===== src/common/eeprom_map.svh =====
// Constants of the three-wire serial EEPROM: frame widths, opcodes, timing.
`ifndef EEPROM_MAP_SVH
`define EEPROM_MAP_SVH

// Frame field widths for the two word organisations.
`define ADDR_BITS_X16      8
`define ADDR_BITS_X8       9
`define DATA_BITS_X16      16
`define DATA_BITS_X8       8
`define OPCODE_BITS        2

// Storage size in bytes and stream buffer shape.
`define MEM_BYTES          256
`define FIFO_DEPTH         32
`define FIFO_WIDTH         16

// Opcodes and the subcodes carried in the top address bits.
`define OPC_EXTENDED       2'h0
`define OPC_WRITE          2'h1
`define OPC_READ           2'h2
`define OPC_ERASE          2'h3
`define SUB_DISABLE        2'h0
`define SUB_FILL_ALL       2'h1
`define SUB_CLEAR_ALL      2'h2
`define SUB_ENABLE         2'h3

// Value of an erased byte and reset values.
`define ERASED_BYTE        8'hff
`define WEL_RESET          1'h0

// Timing: reference clock rate and the derived cycle counts.
`define REF_CLK_KHZ        40000
`define PROG_TIME_US       5000
`define PROG_CYCLES        ((`PROG_TIME_US * `REF_CLK_KHZ) / 1000)
`define MIN_SEL_LOW_NS     250
`define MIN_SEL_LOW_CYCLES ((`MIN_SEL_LOW_NS * `REF_CLK_KHZ + 999999) / 1000000)
`define POWERUP_READ_US    1000

`endif


===== src/common/eeprom_pkg.sv =====
// Types shared by the serial EEPROM command logic.
package eeprom_pkg;
`include "eeprom_map.svh"

   typedef enum logic [2:0] {
      ST_IDLE,
      ST_OPCODE,
      ST_ADDR,
      ST_DATA,
      ST_READ,
      ST_SKIP
   } frame_state_e;

   typedef enum logic [2:0] {
      OP_NONE,
      OP_WRITE,
      OP_ERASE,
      OP_CLEAR_ALL,
      OP_FILL_ALL
   } prog_op_e;

   typedef struct packed {
      prog_op_e    op;
      logic        x16;
      logic [8:0]  addr;
      logic [15:0] data;
   } prog_cmd_s;
endpackage


===== src/design/serial_eeprom.sv =====
// Serial EEPROM command logic with read stream buffer and program timer.
//
// Summary of operation
// - word width select high means 16-bit words.
// - data in sampled on rising serial clock.
// - start bit, opcode, address, then optional data.
// - instruction is eleven or twelve bits long.
// - opcodes 10 read, 11 erase, 01 write.
// - subcodes 11 enable, 00 disable programming.
// - subcode 10 clears all, 01 fills all.
// - data out floats except read or status.
// - select high reports busy low, ready high.
// - dummy one on data in ends status.
// - read emits dummy zero then word MSB-first.
// - read output bits change on rising clock.
// - sequential read advances address and wraps.
// - only first read word has dummy zero.
// - programming latch cleared after power-up.
// - latch holds until disable; gates programming.
// - reads work regardless of the latch.
// - falling select starts the single write cycle.
// - self-timed cycle needs no clock, bounded time.
// - single write clears before storing.
// - erase sets addressed location to all ones.
// - clear-all sets every location to ones.
// - fill-all stores data word everywhere.
`timescale 1ns/1ps

////////////////////////////////////////////////////////////////////////////
// Stream buffer between the array fetch and the output shifter.
module stream_fifo #(
   parameter int WIDTH = 16,
   parameter int DEPTH = 32
) (
   input  wire logic             clk_i,
   input  wire logic             rst_i,
   input  wire logic             en_i,
   input  wire logic             flush_i,
   input  wire logic             in_valid_i,
   output logic                  in_ready_o,
   input  wire logic [WIDTH-1:0] in_data_i,
   output logic                  out_valid_o,
   input  wire logic             out_ready_i,
   output logic [WIDTH-1:0]      out_data_o
);
   localparam int AW = $clog2(DEPTH);
   localparam logic [AW:0] FULL_CNT = (AW + 1)'(DEPTH);

   logic [WIDTH-1:0] store_r [DEPTH];
   logic [AW-1:0]    wr_ptr_r;
   logic [AW-1:0]    rd_ptr_r;
   logic [AW:0]      count_r;
   wire              push;
   wire              pop;

   // Handshake terms; full and empty come straight from the count.
   assign in_ready_o  = (count_r != FULL_CNT);
   assign out_valid_o = (count_r != '0);
   assign out_data_o  = store_r[rd_ptr_r];
   assign push        = in_valid_i & in_ready_o;
   assign pop         = out_valid_o & out_ready_i;

   // Pointers and occupancy; a flush empties the buffer in one cycle.
   always_ff @(posedge clk_i) begin
      if (rst_i) begin
         wr_ptr_r <= '0;
         rd_ptr_r <= '0;
         count_r  <= '0;
      end else if (en_i) begin
         if (flush_i) begin
            wr_ptr_r <= '0;
            rd_ptr_r <= '0;
            count_r  <= '0;
         end else begin
            if (push) wr_ptr_r <= wr_ptr_r + 1'b1;
            if (pop) rd_ptr_r <= rd_ptr_r + 1'b1;
            count_r <= count_r + {{AW{1'b0}}, push} - {{AW{1'b0}}, pop};
         end
      end
   end

   // Data storage needs no reset; nothing reads an unwritten slot.
   always_ff @(posedge clk_i) begin
      if (en_i && !flush_i && push) begin
         store_r[wr_ptr_r] <= in_data_i;
      end
   end
endmodule

////////////////////////////////////////////////////////////////////////////
// Device side of the three-wire serial EEPROM.
module serial_eeprom #(
   parameter int PROG_CYCLES = `PROG_CYCLES
) (
   input  wire logic ref_clk_i,
   input  wire logic sys_rst_i,
   input  wire logic clk_en_i,
   input  wire logic select_i,
   input  wire logic serial_clock_i,
   input  wire logic serial_data_in_i,
   input  wire logic word_width_select_i,
   output logic      serial_data_out_o,
   output logic      serial_data_out_oe_n_o
);
   import eeprom_pkg::*;

   localparam int TW = $clog2(PROG_CYCLES + 1);

   logic [1:0]      sel_q;
   logic [1:0]      sk_q;
   logic [1:0]      di_q;
   logic [1:0]      org_q;
   logic            sel_prev_r;
   logic            sk_prev_r;
   frame_state_e    state_r;
   logic [4:0]      cnt_r;
   logic            x16_r;
   logic [1:0]      opc_r;
   logic [8:0]      addr_r;
   logic [15:0]     data_r;
   logic            wel_r;
   prog_cmd_s       pend_r;
   prog_cmd_s       prog_r;
   logic            busy_r;
   logic [TW-1:0]   timer_r;
   logic [7:0]      prog_idx_r;
   logic [8:0]      prog_left_r;
   logic            armed_r;
   logic            status_r;
   logic            fetch_on_r;
   logic [7:0]      fetch_addr_r;
   logic [15:0]     out_word_r;
   logic [4:0]      out_left_r;
   logic            dout_r;
   logic            oe_n_r;
   logic [7:0]      mem_r [`MEM_BYTES];

   wire             sel;
   wire             di;
   wire             sel_rise;
   wire             sel_fall;
   wire             bit_in;
   wire [8:0]       addr_nxt;
   wire [15:0]      data_nxt;
   wire [4:0]       addr_last_idx;
   wire [4:0]       data_last_idx;
   wire             start_bit;
   wire             opc_last;
   wire             addr_last;
   wire             data_last;
   wire [1:0]       subcode;
   wire             is_read;
   wire             is_ext;
   wire             read_bit;
   wire             prog_go;
   wire             prog_erase;
   wire [7:0]       prog_byte;
   wire             fifo_in_ready;
   wire [15:0]      fetch_word;
   wire [7:0]       fetch_inc;
   wire             fifo_out_valid;
   wire [15:0]      fifo_head;
   wire             fifo_pop;
   wire             fifo_flush;
   wire [15:0]      shift_src;
   wire             shift_bit;
   prog_op_e        addr_op;
   prog_cmd_s       pend_nxt;

   ////////////////////////////////////////////////////////////////////////
   // Pin synchronisers; only the second stage is looked at.
   always_ff @(posedge ref_clk_i) begin
      if (sys_rst_i) begin
         sel_q      <= '0;
         sk_q       <= '0;
         di_q       <= '0;
         org_q      <= 2'h3;
         sel_prev_r <= 1'b0;
         sk_prev_r  <= 1'b0;
      end else if (clk_en_i) begin
         sel_q      <= {sel_q[0], select_i};
         sk_q       <= {sk_q[0], serial_clock_i};
         di_q       <= {di_q[0], serial_data_in_i};
         org_q      <= {org_q[0], word_width_select_i};
         sel_prev_r <= sel_q[1];
         sk_prev_r  <= sk_q[1];
      end
   end

   // Edge and frame-position decode.
   assign sel      = sel_q[1];
   assign di       = di_q[1];
   assign sel_rise = sel & ~sel_prev_r;
   assign sel_fall = ~sel & sel_prev_r;
   assign bit_in   = sel & sk_q[1] & ~sk_prev_r;
   assign addr_nxt = {addr_r[7:0], di};
   assign data_nxt = {data_r[14:0], di};
   assign addr_last_idx = x16_r ? 5'(`ADDR_BITS_X16 - 1)
                                : 5'(`ADDR_BITS_X8 - 1);
   assign data_last_idx = x16_r ? 5'(`DATA_BITS_X16 - 1)
                                : 5'(`DATA_BITS_X8 - 1);
   assign start_bit = bit_in && state_r == ST_IDLE && di;
   assign opc_last  = bit_in && state_r == ST_OPCODE &&
                      cnt_r == 5'(`OPCODE_BITS - 1);
   assign addr_last = bit_in && state_r == ST_ADDR && cnt_r == addr_last_idx;
   assign data_last = bit_in && state_r == ST_DATA && cnt_r == data_last_idx;
   assign subcode   = x16_r ? addr_nxt[7:6] : addr_nxt[8:7];
   assign is_read   = (opc_r == `OPC_READ);
   assign is_ext    = (opc_r == `OPC_EXTENDED);
   assign read_bit  = bit_in && state_r == ST_READ;

   // Command that an address completes; data-bearing ones wait for data.
   always_comb begin
      addr_op = OP_NONE;
      case (opc_r)
         `OPC_ERASE:    addr_op = OP_ERASE;
         `OPC_EXTENDED: addr_op = (subcode == `SUB_CLEAR_ALL) ?
                                  OP_CLEAR_ALL : OP_NONE;
         default:       addr_op = OP_NONE;
      endcase
   end

   // Next pending command as the frame ends.
   always_comb begin
      pend_nxt = pend_r;
      if (start_bit) begin
         pend_nxt.op = OP_NONE;
      end else if (addr_last) begin
         pend_nxt.op   = addr_op;
         pend_nxt.x16  = x16_r;
         pend_nxt.addr = addr_nxt;
      end else if (data_last) begin
         pend_nxt.op   = is_ext ? OP_FILL_ALL : OP_WRITE;
         pend_nxt.data = data_nxt;
      end
   end

   ////////////////////////////////////////////////////////////////////////
   // Frame state machine; deselect always returns it to idle.
   always_ff @(posedge ref_clk_i) begin
      if (sys_rst_i) begin
         state_r <= ST_IDLE;
         cnt_r   <= '0;
         x16_r   <= 1'b1;
      end else if (clk_en_i) begin
         if (!sel) begin
            state_r <= ST_IDLE;
         end else if (bit_in) begin
            cnt_r <= cnt_r + 5'h1;
            case (state_r)
               ST_IDLE: begin
                  cnt_r <= '0;
                  if (di) begin
                     state_r <= ST_OPCODE;
                     x16_r   <= org_q[1];
                  end
               end
               ST_OPCODE: begin
                  if (opc_last) begin
                     state_r <= ST_ADDR;
                     cnt_r   <= '0;
                  end
               end
               ST_ADDR: begin
                  if (addr_last) begin
                     cnt_r <= '0;
                     if (is_read) state_r <= ST_READ;
                     else if (opc_r == `OPC_WRITE ||
                              (is_ext && subcode == `SUB_FILL_ALL))
                        state_r <= ST_DATA;
                     else state_r <= ST_SKIP;
                  end
               end
               ST_DATA: if (data_last) state_r <= ST_SKIP;
               ST_READ: state_r <= ST_READ;
               ST_SKIP: state_r <= ST_SKIP;
               default: state_r <= ST_IDLE;
            endcase
         end
      end
   end

   // Shift registers for opcode, address and data fields.
   always_ff @(posedge ref_clk_i) begin
      if (sys_rst_i) begin
         opc_r  <= '0;
         addr_r <= '0;
         data_r <= '0;
      end else if (clk_en_i && bit_in) begin
         if (state_r == ST_OPCODE) opc_r <= {opc_r[0], di};
         if (state_r == ST_ADDR) addr_r <= addr_nxt;
         if (state_r == ST_DATA) data_r <= data_nxt;
      end
   end

   // Programming latch; cleared by reset, only the two subcodes move it.
   always_ff @(posedge ref_clk_i) begin
      if (sys_rst_i) begin
         wel_r <= `WEL_RESET;
      end else if (clk_en_i && addr_last && is_ext) begin
         if (subcode == `SUB_ENABLE) wel_r <= 1'b1;
         if (subcode == `SUB_DISABLE) wel_r <= 1'b0;
      end
   end

   // Pending command held until the select falls.
   always_ff @(posedge ref_clk_i) begin
      if (sys_rst_i) begin
         pend_r <= '0;
      end else if (clk_en_i) begin
         pend_r <= pend_nxt;
      end
   end

   ////////////////////////////////////////////////////////////////////////
   // Self-timed cycle: falling select starts it, only if the latch is set.
   assign prog_go    = sel_fall && pend_r.op != OP_NONE &&
                       wel_r && !busy_r;
   assign prog_erase = (prog_r.op == OP_ERASE) ||
                       (prog_r.op == OP_CLEAR_ALL);
   // A write overwrites the whole location, which is the auto-clear.
   assign prog_byte  = prog_erase ? `ERASED_BYTE :
                       (prog_r.x16 && prog_idx_r[0]) ? prog_r.data[15:8] :
                       prog_r.data[7:0];

   // Timer and byte walker run on the reference clock, not the link.
   always_ff @(posedge ref_clk_i) begin
      if (sys_rst_i) begin
         busy_r      <= 1'b0;
         timer_r     <= '0;
         prog_r      <= '0;
         prog_idx_r  <= '0;
         prog_left_r <= '0;
      end else if (clk_en_i) begin
         if (prog_go) begin
            busy_r  <= 1'b1;
            timer_r <= TW'(PROG_CYCLES - 1);
            prog_r  <= pend_r;
            if (pend_r.op == OP_CLEAR_ALL || pend_r.op == OP_FILL_ALL) begin
               prog_idx_r  <= '0;
               prog_left_r <= 9'(`MEM_BYTES);
            end else if (pend_r.x16) begin
               prog_idx_r  <= {pend_r.addr[6:0], 1'b0};
               prog_left_r <= 9'h2;
            end else begin
               prog_idx_r  <= pend_r.addr[7:0];
               prog_left_r <= 9'h1;
            end
         end else begin
            if (busy_r) begin
               timer_r <= timer_r - 1'b1;
               if (timer_r == '0) busy_r <= 1'b0;
            end
            if (prog_left_r != '0) begin
               prog_idx_r  <= prog_idx_r + 8'h1;
               prog_left_r <= prog_left_r - 9'h1;
            end
         end
      end
   end

   // Array write port, one byte per reference cycle.
   always_ff @(posedge ref_clk_i) begin
      if (clk_en_i && !prog_go && prog_left_r != '0) begin
         mem_r[prog_idx_r] <= prog_byte;
      end
   end

   ////////////////////////////////////////////////////////////////////////
   // Read fetch fills the buffer ahead of the shifter; the latch is unused.
   assign fetch_word = x16_r ?
                       {mem_r[{fetch_addr_r[6:0], 1'b1}],
                        mem_r[{fetch_addr_r[6:0], 1'b0}]} :
                       {8'h00, mem_r[fetch_addr_r]};
   assign fetch_inc  = x16_r ? {1'b0, fetch_addr_r[6:0] + 7'h1} :
                       fetch_addr_r + 8'h1;
   assign fifo_flush = !sel || addr_last;

   always_ff @(posedge ref_clk_i) begin
      if (sys_rst_i) begin
         fetch_on_r   <= 1'b0;
         fetch_addr_r <= '0;
      end else if (clk_en_i) begin
         if (!sel) begin
            fetch_on_r <= 1'b0;
         end else if (addr_last && is_read) begin
            fetch_on_r   <= 1'b1;
            fetch_addr_r <= x16_r ? {1'b0, addr_nxt[6:0]} : addr_nxt[7:0];
         end else if (fetch_on_r && fifo_in_ready) begin
            fetch_addr_r <= fetch_inc;       // Stalls while the buffer is full.
         end
      end
   end

   stream_fifo #(
      .WIDTH (`FIFO_WIDTH),
      .DEPTH (`FIFO_DEPTH)
   ) u_read_fifo (
      .clk_i       (ref_clk_i),
      .rst_i       (sys_rst_i),
      .en_i        (clk_en_i),
      .flush_i     (fifo_flush),
      .in_valid_i  (fetch_on_r),
      .in_ready_o  (fifo_in_ready),
      .in_data_i   (fetch_word),
      .out_valid_o (fifo_out_valid),
      .out_ready_i (fifo_pop),
      .out_data_o  (fifo_head)
   );

   // Output shifter: a new word is taken only when the last bit is gone.
   assign fifo_pop  = read_bit && out_left_r == '0 && fifo_out_valid;
   assign shift_src = (out_left_r == '0) ? fifo_head : out_word_r;
   assign shift_bit = x16_r ? shift_src[15] : shift_src[7];

   always_ff @(posedge ref_clk_i) begin
      if (sys_rst_i) begin
         out_word_r <= '0;
         out_left_r <= '0;
      end else if (clk_en_i) begin
         if (addr_last) begin
            out_left_r <= '0;
         end else if (read_bit) begin
            out_word_r <= shift_src << 1;
            // Words follow back to back with no further dummy bit.
            out_left_r <= (out_left_r == '0) ? data_last_idx :
                          out_left_r - 5'h1;
         end
      end
   end

   ////////////////////////////////////////////////////////////////////////
   // Status polling: armed by any programming command at deselect.
   always_ff @(posedge ref_clk_i) begin
      if (sys_rst_i) begin
         armed_r  <= 1'b0;
         status_r <= 1'b0;
      end else if (clk_en_i) begin
         if (sel_fall && pend_r.op != OP_NONE) armed_r <= 1'b1;
         if (!sel) begin
            status_r <= 1'b0;
         end else if (start_bit) begin
            status_r <= 1'b0;
            armed_r  <= 1'b0;
         end else if (sel_rise && armed_r) begin
            status_r <= 1'b1;
         end
      end
   end

   // Pin driver; the enable is low only for read data or status.
   always_ff @(posedge ref_clk_i) begin
      if (sys_rst_i) begin
         dout_r <= 1'b0;
         oe_n_r <= 1'b1;
      end else if (clk_en_i) begin
         if (!sel || start_bit) begin
            oe_n_r <= 1'b1;
         end else if (addr_last && is_read) begin
            oe_n_r <= 1'b0;
            dout_r <= 1'b0;
         end else if (read_bit) begin
            dout_r <= shift_bit;
         end else if (status_r) begin
            oe_n_r <= 1'b0;
            dout_r <= ~busy_r;
         end
      end
   end

   assign serial_data_out_o      = dout_r;
   assign serial_data_out_oe_n_o = oe_n_r;
endmodule


===== config.mk =====
export PLATFORM = sky130hd
export DESIGN_NAME = serial_eeprom
export DESIGN_NICKNAME = d
export VERILOG_FILES = /design/src/common/eeprom_pkg.sv /design/src/design/serial_eeprom.sv
export VERILOG_INCLUDE_DIRS = /design/src /design/src/common
export SDC_FILE = /design/constraint.sdc
export NUM_CORES = 2
export LEC_CHECK = 0
export BUFFER_PORTS_ARGS = -buffer_cell sky130_fd_sc_hd__buf_2
export CORE_ASPECT_RATIO = 0.75
export CORE_MARGIN = 4
export CORE_UTILIZATION = 50
export CTS_CLUSTER_DIAMETER = 30
export CTS_CLUSTER_SIZE = 20
export DETAILED_ROUTE_END_ITERATION = 6
export GPL_ROUTABILITY_DRIVEN = 0
export PLACE_DENSITY = 0.62
export SLEW_MARGIN = 0
export SYNTH_ARGS = -nofsm -noshare
export SYNTH_HDL_FRONTEND = slang
export SYNTH_SLANG_ARGS = --single-unit
export TNS_END_PERCENT = 100

===== constraint.sdc =====
create_clock -name ref_clk_i -period 6.55 [get_ports ref_clk_i]
set_input_delay 0.3275 -clock ref_clk_i [delete_from_list [all_inputs] [get_ports ref_clk_i]]
set_output_delay 0.3275 -clock ref_clk_i [all_outputs]
set_load 0.03 [all_outputs]

# After elaboration in Yosys (flattened, before gate mapping)
# Memories as Yosys holds them, arrays and structs flattened. A register that Yosys moved wholly into a read port is not among the register bits.
# Index checks and enable logic that the tools add are counted.
dict set report totals {
  reg_bits 178
  latchBits 0
  ram_bits 2560
  romBits 0
  input_bits 7
  out_inout_bits 2
  wordCells 243
  mem_count 2
}
dict set report op_classes {
  add_sub_neg 11
  mul 0
  div_mod_pow 0
  order_cmp 0
  eq_ne 27
  n_shift 0
  n_mux 80
  n_bitwise 13
  n_reduce_logical 75
}
# name depth word_bits rd rd_clocked_by_memory_dff write_ports line_no
set memory_table {}
lappend memory_table {mem_r 256 8 3 3 1 serial_eeprom.sv:136} ;# logic [7:0] mem_r [`MEM_BYTES];
lappend memory_table {u_read_fifo.store_r 32 16 1 1 1 serial_eeprom.sv:49} ;# logic [WIDTH-1:0] store_r [DEPTH];
# op n
set ops {}
lappend ops {{$mux 8} 16}
lappend ops {{$mux 5} 11}
lappend ops {{$mux 18} 2}
lappend ops {{$mux 3} 12}
lappend ops {{$mux 16} 2}
lappend ops {{$mux 9} 3}
lappend ops {{$logic_and 1x1->1} 26}
lappend ops {{$reduce_and 2->1} 13}
lappend ops {{$mux 1} 25}
lappend ops {{$logic_not 18->1} 1}
lappend ops {{$pmux 3 s6} 1}
lappend ops {{$reduce_and 3->1} 6}
lappend ops {{$sub 18x1->18 const B} 1}
lappend ops {{$add 8x1->8 const B} 2}
lappend ops {{$add 5x1->5 const B} 3}
lappend ops {{$eq 3x2->1 const B} 5}
lappend ops {{$pmux 5 s3} 1}
lappend ops {{$reduce_bool 2->1} 7}
lappend ops {{$ne 3x3->1 const B} 4}
lappend ops {{$reduce_bool 3->1} 4}
lappend ops {{$eq 5x4->1} 2}
lappend ops {{$eq 3x3->1 const B} 3}
lappend ops {{$reduce_bool 9->1} 1}
lappend ops {{$sub 9x1->9 const B} 1}
lappend ops {{other kinds (26)} 54}

# Logic depth before layout (Yosys ltp)
dict set report depth {
  ltp_word 10
  depth_mapped 15
  ltp_nobuf 15
}

# Modules after synthesis
# Synthesis repeated with hierarchy kept, for this count alone.
dict set report hier_totals {
  cells_unflattened 6601
  hier_area_um2 123021.7
}
# mod n_inst cells_per_inst area_each_um2 seq_area_each_um2
set modules_own_cells {}
lappend modules_own_cells {serial_eeprom 1 5507 102158.0 64882.2}
lappend modules_own_cells {stream_fifo 1 1094 20863.8 15795.1}

# Worst setup path after synthesis
# Ideal clock, no wire load.
dict set report synth_timing {
  path_kind {register to register}
  start {register prog_idx_r[0]}
  end {memory mem_r[0][7] (data pin)}
  setup_time_ns 1.512
  t_arrival_ns 3.811
  required_time_ns 5.038
  slack_ns 1.227
  stages_incl_launch_ff 5
  path_buffers 1
  period_less_slack_ns 5.323
  path_cell_list {dfxtp_1 -> and2_1 -> clkbuf_1 -> nand2_1 -> nand3_1}
}
dict set report synth_between {
  elab_chain_len 3
}
# element line_no
set synth_lines {}
lappend synth_lines {{start: declaration} serial_eeprom.sv:126} ;# logic [7:0] prog_idx_r;
lappend synth_lines {{start signal: assignment} serial_eeprom.sv:343} ;# prog_idx_r <= {pend_r.addr[6:0], 1'b0};
lappend synth_lines {{start signal: assignment} serial_eeprom.sv:346} ;# prog_idx_r <= pend_r.addr[7:0];
lappend synth_lines {{start signal: assignment} serial_eeprom.sv:355} ;# prog_idx_r <= prog_idx_r + 8'h1;
lappend synth_lines {{$logic_and 1x1->1} serial_eeprom.sv:323} ;# (prog_r.x16 && prog_idx_r[0]) ? prog_r.data[15:8] :
lappend synth_lines {{$mux 8} serial_eeprom.sv:323}
lappend synth_lines {{$mux 8} serial_eeprom.sv:322} ;# assign prog_byte = prog_erase ? `ERASED_BYTE :
lappend synth_lines {{via prog_byte[7]} serial_eeprom.sv:157} ;# wire [7:0] prog_byte;
lappend synth_lines {{end: declaration} serial_eeprom.sv:136}
# The timed path passes the listed nets, and every way through them passes these cells.

==> run_results.csv <==
group,metric,value,unit
run,max-cap-violations,3,
sta,final-hold-violation-count,0,
die,row_count,157,
power,p_leak,49.9,nW
power,power.density,309,nW/um^2
clocking,clkTransAtPathRegs,0.05,ns
yosys,ys.flop_type,"edfxtp_1",
worst_setup_path,reg2reg_to,"u_read_fifo.store_r[6][6]",
worst_setup_path,critPathLaunchType,"register",
global_route,grt_use_total,0.312,
drt,wl_per_cell,38.2,um
clocking,clk_root_buffer_cell,"clkbuf_16",
cells_and_area,drive_gt1_frac,0.354,
clocking,clock_latency,0.94,ns
worst_hold_path,holdPathEnd,"org_q[0]",
power,p_int,0.0354,W
drt,drt_first_pass_iters,6,
drt,vias,73500,
yosys,synth_area,123000,sq um
cells_and_area,fin_nets,6823,
worst_setup_path,worstPathRequired,7.07,ns
worst_hold_path,hold_start,"word_width_select_i",
clocking,clk_path_buf_depth,4,
sta,finalMaxSlewViolations,2,
worst_setup_path,worstPathMaxFanout,34,
sta,max_slew_margin,-0.134,
sta,setup_viol,0,
cells_and_area,nFillCells,17600,
drt,ant_nets,0,
clocking,cts_max_level,5,
worst_setup_path,slowest_stage,"nor4_1",
die,die_h,438,um
power,switching_power,0.00928,W
global_route,antenna_found_initial,18,
worst_setup_path,worst-setup-path-type,"reg2reg",
sta,rsz0062_at_grt,"false",
power,power_frac_comb,0.002,
sta,tns,0,ns
yosys,synth-seq-area-share,0.656,
yosys,synth_nets,6507,
worst_setup_path,ff2ff_path_depth,8,
drt,drt_iter0_markers,12200,
die,ios,9,
worst_setup_path,r2r_setup_slack,0.69,ns
drt,wirelength,400000,um
worst_hold_path,hold_depth,3,
drt,vias_per_cell,7.02,
cells_and_area,fin_area,145000,sq um
worst_setup_path,path_cells,"buf_4, buf_4, mux4_2, o22ai_1, nor4_1, nor4_1, a211oi_1, a32o_1",
worst_hold_path,hp-class,"in2reg",
global_route,grt_pass1_wl,556000,um
global_route,grt_start_max_net_pins,193,
cells_and_area,syn_to_final_growth,17.7,%
sta,tightest_slew,1.68,ns
power,vdd_drop_max,0.000260,V
yosys,syn_inst,6467,
status,status,"finished, violations left",
power,seq_power_share,0.424,
worst_setup_path,arrival,6.38,ns
die,coreArea,244000,sq um
sta,finalClockSkew,0.0717,ns
drt,post-route-drc-count,0,
yosys,async_flop_share,0,
yosys,synth_edf_count,2560,
global_route,first_global_vias,69800,
yosys,ys_types,81,
die,dieArea,254000,sq um
die,die_width,581,um
sta,fin_crit_sh,0.894,
cells_and_area,multi_input_area,40200,sq um
clocking,cts_sinks,2750,
power,switching_share,0.208,
power,clockPowerShare,0.575,
clocking,postCtsSetupRepairBufs,0,
clocking,cts_buffers,477,
worst_setup_path,critPathMaxStageDelay,1.38,ns
sta,clock.fmax,171,MHz
status,failed_checks,"max-capacitance violations, max-slew violations",
global_route,overflow,0,
die,start_util,0.503,
cells_and_area,register_area,80700,sq um
sta,final.min_clock_period,5.86,ns
yosys,syn_area_per_cell,19.0,sq um
clocking,cts_tree,"yes",
worst_setup_path,crit_path_end_kind,"register",
yosys,yosysWarnings,0,
placed_design,port-buffer-count,8,
placed_design,placed_cell_area,128000,sq um
placed_design,detailed_place_hpwl,263000,um
yosys,synth-seq-cells,2750,
[timing repair]
item	CTS	global route
resized for setup	0	0
hold buffers	9	0
endpoints found under the hold margin	81	0
[critical path, delay by kind of cell, from the launching register on]
kind                   cells  cell delay (ns)
AO/OA/AOI/OAI              3             1.56
flip-flops                 1             0.92
buffers and inverters      2             0.89
AND/OR/NAND/NOR            2             1.75
multiplexers               1             0.26
[state kept, by name (all words and copies together) (netlist names), 9 cells and up, named ones only]
| signal | flops |
|---|---|
| data_r | 15 |
| mem_r | 2048 |
| prog_left_r | 9 |
| timer_r | 18 |
| out_word_r | 15 |
| prog_r | 19 |
| u_read_fifo.store_r | 512 |
| pend_r | 28 |
[cell type report]
| cell class | instances | share of cell area |
|---|---|---|
| Inverter | 38 | 0.000994 |
| Multi-Input combinational cell | 3191 | 0.278 |
| Timing Repair Buffer | 325 | 0.0195 |
| Sequential cell | 2750 | 0.558 |
| Clock buffer | 527 | 0.0859 |
| Clock inverter | 369 | 0.0298 |
| Tap cell | 3259 | 0.0282 |
| Antenna cell | 14 | 0.000242 |
[cell families after synthesis]
group           count (synthesis)  share of synthesized area
fa+ha+maj                      33                    0.00342
compound gates                667                     0.0341
xor+xnor                       25                    0.00178
mux                          1417                      0.247
simple gates                 1049                     0.0371
flops                        2750                      0.656
buf+inv                       526                     0.0202
[synthesized netlist by cell type (10+ instances only)]
| library cell | instances | area share |
|---|---|---|
| inv_1 | 37 | 0.0011 |
| xnor2_1 | 14 | 0.0010 |
| or3_1 | 13 | 0.00066 |
| o22ai_1 | 203 | 0.010 |
| nor3_1 | 75 | 0.0031 |
| clkbuf_1 | 211 | 0.0064 |
| mux4_1 | 12 | 0.0026 |
| buf_6 | 10 | 0.00092 |
| ha_1 | 32 | 0.0033 |
| buf_4 | 58 | 0.0035 |
| a31oi_1 | 19 | 0.00097 |
| buf_1 | 52 | 0.0016 |
| mux2i_1 | 109 | 0.0089 |
| a211oi_1 | 20 | 0.0012 |
| nand2_1 | 303 | 0.0092 |
| mux4_2 | 1279 | 0.23 |
| nand3_1 | 53 | 0.0022 |
| xor2_1 | 11 | 0.00078 |
| a21oi_1 | 168 | 0.0068 |
| edfxtp_1 | 2560 | 0.63 |
| nand3b_1 | 11 | 0.00067 |
| buf_2 | 155 | 0.0063 |
| nor2b_1 | 24 | 0.0012 |
| mux2_2 | 14 | 0.0013 |
| nand2b_1 | 20 | 0.0010 |
| a22oi_1 | 37 | 0.0023 |
| nand4_1 | 14 | 0.00071 |
| o21ai_1 | 11 | 0.00045 |
| o211ai_1 | 20 | 0.0012 |
| nor2_1 | 461 | 0.014 |
| dfxtp_1 | 190 | 0.031 |
| o21ai_0 | 85 | 0.0035 |
| nor4_1 | 23 | 0.0012 |
[stage by stage]
stage	setup slack, ns	util	hold slack [ns]	cells	power, W
3_5_place_dp	0.975	0.523	0.446	9554	0.0193
3_3_place_gp	1.06	0.523	0.436	9554	0.0193
4_1_cts	0.962	0.592	0.122	10500	0.0449
6_report	0.691	0.592	0.191	10500	0.0447
5_1_grt	0.776	0.592	0.186	10500	0.0458
2_1_floorplan	1.23	-	0.431	6467	0.0193
[power groups by stage]
stage / registers, W / logic (W) / clock network (W)
floorplan: 0.0193 / 0.0000536 / 0
detailed placement: 0.0193 / 0.0000694 / 0
global route: 0.0189 / 0.0000803 / 0.0268
global placement: 0.0193 / 0.0000689 / 0
CTS: 0.0189 / 0.0000742 / 0.0259
finish: 0.0189 / 0.0000743 / 0.0257
[cells in the final DEF (no fill, tap or decap), drive strengths merged, types with 24 or more instances in the layout]
cell	instances
a21oi	168
a22oi	37
buf	316
bufinv	66
clkbuf	527
clkinv	149
clkinvlp	72
dfxtp	190
edfxtp	2560
ha	32
inv	120
mux2i	109
mux4	1292
nand2	303
nand3	53
nor2	461
nor2b	24
nor3	76
o21ai	96
o22ai	204
[how the worst max path moves through the flow]
| stage | start | end | slack, ns | cells past startpoint |
|---|---|---|---|---|
| floorplan | prog_idx_r[0] | mem_r[0][7] | 1.23 | 4 |
| global placement | register | u_read_fifo.store_r[0][6] | 1.06 | 8 |
| detailed placement | register | u_read_fifo.store_r[1][6] | 0.97 | 8 |
| CTS | register | u_read_fifo.store_r[6][6] | 0.96 | 8 |
| global route | register | u_read_fifo.store_r[27][6] | 0.78 | 8 |
| finish | register | u_read_fifo.store_r[6][6] | 0.69 | 8 |
[routing by layer]
layer  up-vias  GRT usage  part of all wire
met4        10      0.111             0.040
met1     38800      0.466              0.39
met5         -    0.00433           0.00052
met2      5693      0.405              0.40
met3       846      0.136              0.16
li1      28200          -                 -
No activity file was read; power rests on OpenSTA's default activity.
